**src/core/wdt_cfg.svh**
```systemverilog
`ifndef WDT_CFG_SVH
`define WDT_CFG_SVH

// bus addresses, low 16 bits
`define WDT_ADDR_WR_CNT_CSR 16'hFFBC
`define WDT_ADDR_WR_RST_CSR 16'hFFBE
`define WDT_ADDR_RD_CSR     16'hFFBC
`define WDT_ADDR_RD_CNT     16'hFFBD
`define WDT_ADDR_RD_RST_CSR 16'hFFBF

// password keys in the upper byte of a word write
`define WDT_KEY_CNT         8'h5A
`define WDT_KEY_CSR         8'hA5
`define WDT_KEY_RST_BITS    8'h5A
`define WDT_KEY_RST_CLR     8'hA5
`define WDT_RST_CLR_DATA    8'h00

// timer_control_status fields
`define WDT_CSR_OVF_BIT     7
`define WDT_CSR_MODE_BIT    6
`define WDT_CSR_TME_BIT     5
`define WDT_CSR_RSV_ONES    2'h3
`define WDT_CSR_RESET       8'h18

// reset_control_status fields
`define WDT_RST_WATCHDOG_OVERFLOW_FLAG_BIT    7
`define WDT_RST_CHIP_RESET_ENABLE_BIT    6
`define WDT_RST_RESET_TYPE_SELECT_BIT    5
`define WDT_RST_RSV_ONES    5'h1F
`define WDT_RST_RESET       8'h1F

`define WDT_CNT_RESET       8'h00
`define WDT_CNT_MAX         8'hFF

// timing in states; one state is one clk_sys cycle
`define WDT_OVF_STATES_CHIP_RESET_ENABLE 10'd132
`define WDT_OVF_STATES_NORST 10'd130
`define WDT_CHIP_RST_STATES 10'd518

`endif

```
**src/core/wdt_pkg.sv**
```systemverilog
package wdt_pkg;

  typedef enum logic [2:0] {
    WDT_DIV2      = 3'h0,
    WDT_DIV64     = 3'h1,
    WDT_DIV128    = 3'h2,
    WDT_DIV512    = 3'h3,
    WDT_DIV2048   = 3'h4,
    WDT_DIV8192   = 3'h5,
    WDT_DIV32768  = 3'h6,
    WDT_DIV131072 = 3'h7
  } wdt_clksel_e;

  typedef enum logic {
    WDT_MODE_INTERVAL = 1'b0,
    WDT_MODE_WATCHDOG = 1'b1
  } wdt_mode_e;

  typedef enum logic {
    WDT_RST_POWER_ON = 1'b0,
    WDT_RST_MANUAL   = 1'b1
  } wdt_rst_type_e;

endpackage

```
**src/core/wdt_prescaler.sv**
```systemverilog
`timescale 1ns/100ps
module wdt_prescaler #(
  parameter int PW = 17
) (
  input  wire logic              clk_sys,  // system clock
  input  wire logic              rstn,     // async reset, active low
  input  wire wdt_pkg::wdt_clksel_e sel,   // divider choice
  output logic                   tick      // one pulse per divided period
);

  logic [PW-1:0] div_reg;
  logic [PW-1:0] div_next;
  logic [PW-1:0] sel_mask;

  // mask of low bits that must all be one at the end of a period
  function automatic logic [PW-1:0] div_mask(input wdt_pkg::wdt_clksel_e s);
    logic [PW-1:0] m;
    m = '0;
    unique case (s)
      wdt_pkg::WDT_DIV2:      m = PW'(17'h00001);
      wdt_pkg::WDT_DIV64:     m = PW'(17'h0003F);
      wdt_pkg::WDT_DIV128:    m = PW'(17'h0007F);
      wdt_pkg::WDT_DIV512:    m = PW'(17'h001FF);
      wdt_pkg::WDT_DIV2048:   m = PW'(17'h007FF);
      wdt_pkg::WDT_DIV8192:   m = PW'(17'h01FFF);
      wdt_pkg::WDT_DIV32768:  m = PW'(17'h07FFF);
      wdt_pkg::WDT_DIV131072: m = PW'(17'h1FFFF);
    endcase
    return m;
  endfunction

  // one free-running chain serves all eight choices
  assign div_next = div_reg + PW'(1);
  assign sel_mask = div_mask(sel);
  assign tick     = ((div_reg & sel_mask) == sel_mask);

  always_ff @(posedge clk_sys or negedge rstn) begin
    if (!rstn) begin
      div_reg <= '0;
    end else begin
      div_reg <= div_next;
    end
  end

endmodule

```
**src/core/wdt_top.sv**
```systemverilog
// Operation
// 8-bit counter counts divided clock while enabled
// rollover raises overflow output or interval request
// counter zeroed by reset, standby, disable; software standby only freezes it here
// control/status resets to 18, survives soft standby
// interval flag set only on interval overflow
// interval flag clears after read then zero
// bit 6 selects interval or watchdog mode
// bit 5 enables counter, else held zero
// reserved bits always read as one
// clock select picks one of eight dividers
// reset status register reset only by pin
// watchdog flag set only on watchdog overflow
// watchdog flag clears after read then zero
// flags take only zero writes
// bit 6 enables chip reset on overflow
// bit 5 picks power-on or manual reset
// keyed word writes select counter or control
// keyed word writes clear flag or set bits
// overflow output low 132 or 130 states
// chip reset held for 518 states
// one free-running prescaler feeds all choices
// interval request follows interval flag
`timescale 1ns/100ps
`include "wdt_cfg.svh"
module wdt_top (
  input  wire logic        clk_sys,          // 40 MHz system clock
  input  wire logic        rstn,             // reset pin, async, active low
  input  wire logic        hw_standby,       // hardware standby level
  input  wire logic        sw_standby,       // software standby level
  input  wire logic [15:0] bus_addr,         // cpu address, low 16 bits
  input  wire logic        bus_wr,           // write strobe, one cycle
  input  wire logic        bus_word,         // 1 = word access
  input  wire logic [15:0] bus_wdata,        // write data
  input  wire logic        bus_rd,           // read strobe, one cycle
  output logic       [7:0] bus_rdata,        // read data, registered
  output logic             overflow_out_n,   // watchdog overflow pin
  output logic             interval_irq,     // interval interrupt request
  output logic             chip_reset_req,   // internal chip reset request
  output logic             chip_reset_manual // 1 = manual, 0 = power-on
);

  // control and status state
  logic [7:0] overflow_counter_reg;
  logic [7:0] overflow_counter_next;
  logic       interval_overflow_flag_reg;
  logic       interval_overflow_flag_next;
  wdt_pkg::wdt_mode_e   mode_select_reg;
  logic       timer_enable_bit_reg;
  wdt_pkg::wdt_clksel_e clk_sel_reg;
  logic       watchdog_overflow_flag_reg;
  logic       watchdog_overflow_flag_next;
  logic       chip_reset_enable_reg;
  wdt_pkg::wdt_rst_type_e reset_type_select_reg;
  logic       ovf_armed_reg;
  logic       ovf_armed_next;
  logic       watchdog_overflow_flag_armed_reg;
  logic       watchdog_overflow_flag_armed_next;
  logic [9:0] out_cnt_reg;
  logic [9:0] out_cnt_next;
  logic [9:0] rst_cnt_reg;
  logic [9:0] rst_cnt_next;
  logic       out_n_reg;
  logic       rst_req_reg;
  logic       rst_manual_reg;
  logic [7:0] rdata_reg;

  // reset images as vectors, so single fields can be picked from them
  localparam logic [7:0] CSR_INIT = `WDT_CSR_RESET;
  localparam logic [7:0] RST_INIT = `WDT_RST_RESET;
  // wide enough for the slowest divider
  localparam int         PRESC_W  = 17;

  // decode
  wire logic       tick;
  wire logic [7:0] wr_key;
  wire logic [7:0] wr_low;
  wire logic       out_busy;
  wire logic       wr_ok;
  wire logic       wr_cnt;
  wire logic       wr_csr;
  wire logic       wr_rst_bits;
  wire logic       wr_rst_clr;
  wire logic       rd_csr;
  wire logic       rd_cnt;
  wire logic       rd_rst;
  wire logic       counting;
  wire logic       rollover;
  wire logic       ovf_interval;
  wire logic       ovf_watchdog;
  wire logic       csr_init;
  wire logic [7:0] csr_view;
  wire logic [7:0] rst_view;
  wire logic [7:0] rd_mux;
  wire logic       ovf_clear;
  wire logic       watchdog_overflow_flag_clear;

  // keyed word write to one address; shared by all four write decodes
  function automatic logic keyed_write(input logic [15:0] addr,
                                       input logic [7:0]  key,
                                       input logic [15:0] want_addr,
                                       input logic [7:0]  want_key);
    return (addr == want_addr) && (key == want_key);
  endfunction

  // one step of a pulse timer: load on start, else count down to zero
  function automatic logic [9:0] pulse_step(input logic       start,
                                            input logic [9:0] load,
                                            input logic [9:0] cur);
    return start ? load : ((cur != 10'd0) ? cur - 10'd1 : cur);
  endfunction

  wdt_prescaler #(
    .PW(PRESC_W)
  ) u_prescaler (
    .clk_sys(clk_sys),
    .rstn   (rstn),
    .sel    (clk_sel_reg),
    .tick   (tick)
  );

  assign wr_key   = bus_wdata[15:8];
  assign wr_low   = bus_wdata[7:0];
  // registers are locked while the overflow pulse is out
  assign out_busy = (out_cnt_reg != 10'd0);
  // byte writes never reach the registers
  assign wr_ok    = bus_wr && bus_word && !out_busy;

  assign wr_cnt      = wr_ok && keyed_write(bus_addr, wr_key,
                                            `WDT_ADDR_WR_CNT_CSR, `WDT_KEY_CNT);
  assign wr_csr      = wr_ok && keyed_write(bus_addr, wr_key,
                                            `WDT_ADDR_WR_CNT_CSR, `WDT_KEY_CSR);
  assign wr_rst_bits = wr_ok && keyed_write(bus_addr, wr_key,
                                            `WDT_ADDR_WR_RST_CSR, `WDT_KEY_RST_BITS);
  assign wr_rst_clr  = wr_ok && keyed_write(bus_addr, wr_key,
                                            `WDT_ADDR_WR_RST_CSR, `WDT_KEY_RST_CLR)
                       && (wr_low == `WDT_RST_CLR_DATA);

  // reads need no key
  assign rd_csr = bus_rd && (bus_addr == `WDT_ADDR_RD_CSR);
  assign rd_cnt = bus_rd && (bus_addr == `WDT_ADDR_RD_CNT);
  assign rd_rst = bus_rd && (bus_addr == `WDT_ADDR_RD_RST_CSR);

  // software standby freezes the count without clearing it
  assign counting = timer_enable_bit_reg && tick && !sw_standby;
  assign rollover = counting && (overflow_counter_reg == `WDT_CNT_MAX);
  assign ovf_interval = rollover
                        && (mode_select_reg == wdt_pkg::WDT_MODE_INTERVAL);
  assign ovf_watchdog = rollover
                        && (mode_select_reg == wdt_pkg::WDT_MODE_WATCHDOG);
  // watchdog overflow reinitialises counter and control even without chip reset
  assign csr_init = hw_standby || ovf_watchdog;

  // reserved positions are fixed ones
  assign csr_view = {interval_overflow_flag_reg, mode_select_reg,
                     timer_enable_bit_reg, `WDT_CSR_RSV_ONES, clk_sel_reg};
  assign rst_view = {watchdog_overflow_flag_reg, chip_reset_enable_reg,
                     reset_type_select_reg, `WDT_RST_RSV_ONES};
  // unmapped addresses read zero
  assign rd_mux = rd_csr ? csr_view :
                  rd_cnt ? overflow_counter_reg :
                  rd_rst ? rst_view : 8'h00;

  // counter: write beats increment; disable and hardware standby beat both
  assign overflow_counter_next =
      (hw_standby || !timer_enable_bit_reg || ovf_watchdog) ? `WDT_CNT_RESET :
      wr_cnt   ? wr_low :
      counting ? overflow_counter_reg + 8'h01 :
      overflow_counter_reg;

  // flag clear needs an earlier read that saw the flag set
  assign ovf_clear = wr_csr && !wr_low[`WDT_CSR_OVF_BIT] && ovf_armed_reg;
  assign watchdog_overflow_flag_clear = wr_rst_clr && watchdog_overflow_flag_armed_reg;

  // set wins over a clear in the same cycle
  assign interval_overflow_flag_next =
      hw_standby   ? 1'b0 :
      ovf_interval ? 1'b1 :
      ovf_clear    ? 1'b0 :
      interval_overflow_flag_reg;

  assign watchdog_overflow_flag_next =
      ovf_watchdog ? 1'b1 :
      watchdog_overflow_flag_clear   ? 1'b0 :
      watchdog_overflow_flag_reg;

  // a read during the overflow pulse is not recognised for arming
  assign ovf_armed_next =
      ovf_clear ? 1'b0 :
      hw_standby ? 1'b0 :                 // standby clears the flag, so the arm goes too
      (rd_csr && !out_busy && interval_overflow_flag_reg) ? 1'b1 :
      (!interval_overflow_flag_reg) ? 1'b0 :
      ovf_armed_reg;

  // either status read arms the watchdog flag clear
  assign watchdog_overflow_flag_armed_next =
      watchdog_overflow_flag_clear ? 1'b0 :
      ((rd_csr || rd_rst) && !out_busy && watchdog_overflow_flag_reg) ? 1'b1 :
      (!watchdog_overflow_flag_reg) ? 1'b0 :
      watchdog_overflow_flag_armed_reg;

  // registers stay locked for the whole low time
  assign out_cnt_next = pulse_step(ovf_watchdog,
                                   chip_reset_enable_reg ? `WDT_OVF_STATES_CHIP_RESET_ENABLE
                                                         : `WDT_OVF_STATES_NORST,
                                   out_cnt_reg);

  assign rst_cnt_next = pulse_step(ovf_watchdog && chip_reset_enable_reg,
                                   `WDT_CHIP_RST_STATES, rst_cnt_reg);

  always_ff @(posedge clk_sys or negedge rstn) begin
    if (!rstn) begin
      overflow_counter_reg <= `WDT_CNT_RESET;
    end else begin
      overflow_counter_reg <= overflow_counter_next;
    end
  end

  // timer_control_status; software standby leaves it alone
  always_ff @(posedge clk_sys or negedge rstn) begin
    if (!rstn) begin
      interval_overflow_flag_reg <= CSR_INIT[`WDT_CSR_OVF_BIT];
      mode_select_reg            <= wdt_pkg::WDT_MODE_INTERVAL;
      timer_enable_bit_reg       <= CSR_INIT[`WDT_CSR_TME_BIT];
      clk_sel_reg                <= wdt_pkg::WDT_DIV2;
    end else begin
      interval_overflow_flag_reg <= interval_overflow_flag_next;
      if (csr_init) begin
        mode_select_reg      <= wdt_pkg::WDT_MODE_INTERVAL;
        timer_enable_bit_reg <= CSR_INIT[`WDT_CSR_TME_BIT];
        clk_sel_reg          <= wdt_pkg::WDT_DIV2;
      end else if (wr_csr) begin
        mode_select_reg      <= wdt_pkg::wdt_mode_e'(wr_low[`WDT_CSR_MODE_BIT]);
        timer_enable_bit_reg <= wr_low[`WDT_CSR_TME_BIT];
        clk_sel_reg          <= wdt_pkg::wdt_clksel_e'(wr_low[2:0]);
      end
    end
  end

  // reset_control_status: only the pin resets it, not the internal reset
  always_ff @(posedge clk_sys or negedge rstn) begin
    if (!rstn) begin
      watchdog_overflow_flag_reg <= RST_INIT[`WDT_RST_WATCHDOG_OVERFLOW_FLAG_BIT];
      chip_reset_enable_reg      <= RST_INIT[`WDT_RST_CHIP_RESET_ENABLE_BIT];
      reset_type_select_reg      <= wdt_pkg::WDT_RST_POWER_ON;
    end else begin
      watchdog_overflow_flag_reg <= watchdog_overflow_flag_next;
      if (wr_rst_bits) begin
        chip_reset_enable_reg <= wr_low[`WDT_RST_CHIP_RESET_ENABLE_BIT];
        reset_type_select_reg <=
            wdt_pkg::wdt_rst_type_e'(wr_low[`WDT_RST_RESET_TYPE_SELECT_BIT]);
      end
    end
  end

  always_ff @(posedge clk_sys or negedge rstn) begin
    if (!rstn) begin
      ovf_armed_reg  <= 1'b0;
      watchdog_overflow_flag_armed_reg <= 1'b0;
    end else begin
      ovf_armed_reg  <= ovf_armed_next;
      watchdog_overflow_flag_armed_reg <= watchdog_overflow_flag_armed_next;
    end
  end

  // pulse timers for the overflow pin and the chip reset
  always_ff @(posedge clk_sys or negedge rstn) begin
    if (!rstn) begin
      out_cnt_reg <= 10'd0;
      rst_cnt_reg <= 10'd0;
    end else begin
      out_cnt_reg <= out_cnt_next;
      rst_cnt_reg <= rst_cnt_next;
    end
  end

  // outputs follow the next-state counts so they change with the overflow edge
  always_ff @(posedge clk_sys or negedge rstn) begin
    if (!rstn) begin
      out_n_reg      <= 1'b1;
      rst_req_reg    <= 1'b0;
      rst_manual_reg <= 1'b0;
    end else begin
      out_n_reg   <= (out_cnt_next == 10'd0);
      rst_req_reg <= (rst_cnt_next != 10'd0);
      if (ovf_watchdog && chip_reset_enable_reg) begin
        rst_manual_reg <= (reset_type_select_reg == wdt_pkg::WDT_RST_MANUAL);
      end
    end
  end

  always_ff @(posedge clk_sys or negedge rstn) begin
    if (!rstn) begin
      rdata_reg <= 8'h00;
    end else if (bus_rd) begin
      rdata_reg <= rd_mux;
    end
  end

  assign bus_rdata         = rdata_reg;
  assign overflow_out_n    = out_n_reg;
  assign interval_irq      = interval_overflow_flag_reg;
  assign chip_reset_req    = rst_req_reg;
  assign chip_reset_manual = rst_manual_reg;

endmodule

```
**config.mk**
```make
export PLATFORM = sky130hd
export DESIGN_NAME = wdt_top
export DESIGN_NICKNAME = d
export VERILOG_FILES = /design/src/core/wdt_pkg.sv /design/src/core/wdt_prescaler.sv /design/src/core/wdt_top.sv
export VERILOG_INCLUDE_DIRS = /design/src /design/src/core
export SDC_FILE = /design/constraint.sdc
export NUM_CORES = 1
export LEC_CHECK = 0
export BUFFER_PORTS_ARGS = -buffer_cell sky130_fd_sc_hd__clkbuf_2
export CAP_MARGIN = 20
export CELL_PAD_IN_SITES_DETAIL_PLACEMENT = 0
export CELL_PAD_IN_SITES_GLOBAL_PLACEMENT = 2
export CORE_MARGIN = 10
export CORE_UTILIZATION = 33
export DETAILED_ROUTE_END_ITERATION = 12
export GPL_ROUTABILITY_DRIVEN = 0
export PLACE_DENSITY_LB_ADDON = 0.1
export RECOVER_POWER = 50
export SLEW_MARGIN = 20
export SYNTH_ARGS = -nofsm -noshare
export SYNTH_HDL_FRONTEND = slang
export SYNTH_HIERARCHICAL = 1
export SYNTH_SLANG_ARGS = --single-unit
```
**constraint.sdc**
```tcl
create_clock -name clk_sys -period 2.7 [get_ports clk_sys]
set_input_delay 0.135 -clock clk_sys [delete_from_list [all_inputs] [get_ports clk_sys]]
set_output_delay 0.135 -clock clk_sys [all_outputs]
set_load 0.03 [all_outputs]
```
==> flow_summary_export.csv <==
group,metric,value,unit
status,status,"finished, violations left",
status,violations,"capacitance limit, slew limit",
run,drv_cap,1,
synthesis,netlist_instances,383,
final_layout,stdcell_count,596,
cts,htreeDepth,3,
final_layout,diodes,0,
synthesis,synth_top_area_share,44.3,%
critical_path,arrival,2700,ps
sta,whs,83.4,ps
final_layout,largest_register_ffs,17,
pwr,leakage,1.95,nW
drt,dr.pass1.iters,4,
place,hpwl,7330,µm
synthesis,synth_edf_count,0,
synthesis,syn-cell-area,3730,µm²
drt,wire_per_inst,16.5,µm
cts,cts_buffers,9,
floorplan,die_x,126,µm
place,place_ws,-29.5,ps
critical_path,crit_type,"reg2reg",
floorplan,die_h,126,µm
sta,finClkSkew,7.24,ps
synthesis,synth_nets,426,
synthesis,synth.most_common_cell,"dfrtp_1",
pwr,p_per_area,499,nW/µm²
sta,hold_viol,0,
sta,final.period_utilization,92.4,%
sta,worst_pin_slew,1680,ps
floorplan,rows,38,
sta,final_max_slew_viol_count,68,
cts,path_clk_slew,60,ps
synthesis,synth_area_leader_cell,"dfrtp_1",
place,io_buffers,50,
synthesis,synthTopCellsByArea,"dfrtp_1, xnor2_1, nor2_1",
cts,clk_latency,330,ps
synthesis,synthArstFlopShare,100,%
synthesis,synth_ff_type,"dfrtp_1",
floorplan,ioPinCount,51,
drt,ant_nets,0,
critical_path,crit_slowest_cell,"or3_4",
drt,vias_per_cell,5.08,
pwr,finalPower,2.27,mW
place,dp_cells,579,
sta,setup_slack,205,ps
drt,drt_iter0_drc,133,
critical_path,critical_path.max_fanout,6,
worst_hold_path,hold_path_class,"in2reg",
grt,grt_pass1_wl,16600,µm
synthesis,synth_seq_cells,67,
critical_path,cp-end-kind,"register",
grt,gr-total-overflow,0,
final_layout,fillCellCount,1129,
critical_path,worstPathRequired,2910,ps
sta,rsz0062_at_grt,"no",
drt,wl,9820,µm
drt,detailroute.via_count,3027,
cts,cts_max_path_buffers,2,
critical_path,cp_slowest_stage_delay,440,ps
grt,first_global_vias,3135,
grt,antenna_found_initial,0,
final_layout,seq_area,1680,µm²
drt,drc_errors,0,
floorplan,core,10900,µm²
place,dpl_cell_area,4240,µm²
cts,cts_tree,"yes",
grt,grt_max_degree,68,
final_layout,post-route-cell-area,4560,µm²
cts,clockRootBuffer,"clkbuf_16",
cts,hold_buffers,0,
final_layout,drive_gt1_share,24.1,%
synthesis,yosysSeqAreaShare,45.0,%
synthesis,ys_top_cells_by_count,"dfrtp_1, nor2_1, nand2_1",
final_layout,areaGrowthSynthToFinish,22.2,%
sta,fin_crit,2500,ps
floorplan,dieArea,16000,µm²
sta,max_freq,401,MHz
pwr,vdd_ir_drop_max,0.333,mV
final_layout,final_nets,494,
final_layout,multi_input_area,1940,µm²
grt,grt_usage,12.6,%
cts,cts_sinks,67,
synthesis,avgSynthCellArea,9.74,µm²
floorplan,start_util,34.1,%
synthesis,synth_cell_type_count,67,
critical_path,crit_path_start_kind,"register",
critical_path,crit_path_cell_trace,"inv_1, ha_2, or3b_1, or3_4, nor4_4, buf_4, mux2i_1, nor3_2",
sta,max_slew_margin,-12.2,%
synthesis,yosysWarnings,6,
sta,final-setup-viol-count,0,
## layout make-up
| type | instances | area share (%) |
|---|---|---|
| Multi-Input combinational cell | 284 | 42.5 |
| Clock buffer | 9 | 4.94 |
| Inverter | 19 | 1.56 |
| Tap cell | 140 | 3.84 |
| Sequential cell | 67 | 36.8 |
| Timing Repair Buffer | 70 | 8.62 |
| Clock inverter | 7 | 1.73 |
## layer usage
| layer | vias to the layer above | track usage, % | routed length [µm] | part of all wire (%) |
|---|---|---|---|---|
| met4 | 0 | 3.68 | 110 | 1.1 |
| met3 | 9 | 3.58 | 418 | 4.3 |
| met2 | 55 | 18.6 | 4250 | 43 |
| li1 | 1538 | - | - | - |
| met1 | 1425 | 17.4 | 5040 | 51 |
| met5 | - | 0 | 0 | 0 |
## final timing paths
check | start | end | slack (ps) | depth (start not counted)
worst min-delay path | bus_wdata[4] | overflow_counter_reg[4]$_DFFE_PN0P_ | 80 | 3
worst max-delay path | out_cnt_reg[0]$_DFF_PN0_ | timer_enable_bit_reg$_DFFE_PN0P_ | 200 | 8
worst max register to register | out_cnt_reg[0]$_DFF_PN0_ | timer_enable_bit_reg$_DFFE_PN0P_ | 200 | 8
worst min register to register | chip_reset_manual$_DFFE_PN0P_ | chip_reset_manual$_DFFE_PN0P_ | 470 | 2
min in group asynchronous | rstn | u_prescaler/div_reg[11]$_DFF_PN0_ | 320 | 2
max in group asynchronous | rstn | rst_cnt_reg[1]$_DFF_PN0_ | 1370 | 2
## power by group
| part | leakage, nW | total [mW] | switching (mW) | internal [mW] |
|---|---|---|---|---|
| Combinational | 0.945 | 0.0829 | 0.0526 | 0.0303 |
| Clock | 0.138 | 1.19 | 0.467 | 0.719 |
| Sequential | 0.870 | 1.00 | 0.00000194 | 1.00 |
| Total | 1.95 | 2.27 | 0.520 | 1.75 |
## cell families after synthesis
group | count (synthesis) | share of synthesized area [%]
XOR/XNOR | 29 | 6.81
multiplexers | 13 | 3.62
flip-flops | 67 | 45.0
AO/OA/AOI/OAI | 68 | 12.1
buffers and inverters | 32 | 3.69
adder cells (fa/ha/maj) | 4 | 1.34
AND/OR/NAND/NOR | 170 | 27.5
## stage by stage
stage                     util, %  TNS, ps
final                        41.7        0
after global routing         41.7        0
after CTS                    41.7        0
after detailed placement     38.8    -29.5
after global placement       38.8        0
after floorplan                 -        0
## worst max-delay path, delay by kind of cell (launching register included)
family | cells | cell delay (ps)
adders and majority gates | 1 | 240
DFF | 1 | 430
and+or+nand+nor | 4 | 1110
buffers and inverters | 2 | 350
muxes | 1 | 230
## repair_timing
| item | in CTS | in global routing |
|---|---|---|
| gates resized for setup | 1 | 2 |
| endpoints found under the hold margin | 0 | 0 |
| pin swaps | 1 | 2 |
| endpoints found under the setup margin | 2 | 13 |
| setup buffers | 1 | 0 |
## layout by cell type, fill, tap and decap left out, types with 5 or more instances in the layout
master,Yosys,layout
nand3_1,11,11
xnor2_1,19,19
nor3_2,5,6
o21ai_0,14,14
mux2i_1,9,9
nor2b_1,6,6
nor3_1,12,11
nand2_1,26,26
a211oi_1,10,10
nand3b_1,5,5
buf_4,0,18
clkbuf_16,0,9
inv_1,19,19
a21oi_1,16,16
clkbuf_2,1,49
xor2_1,10,10
nand4_1,12,12
nor2_1,39,39
dfrtp_1,66,66
or3_1,5,5
Note: power is estimated with default switching activity, not from simulation.
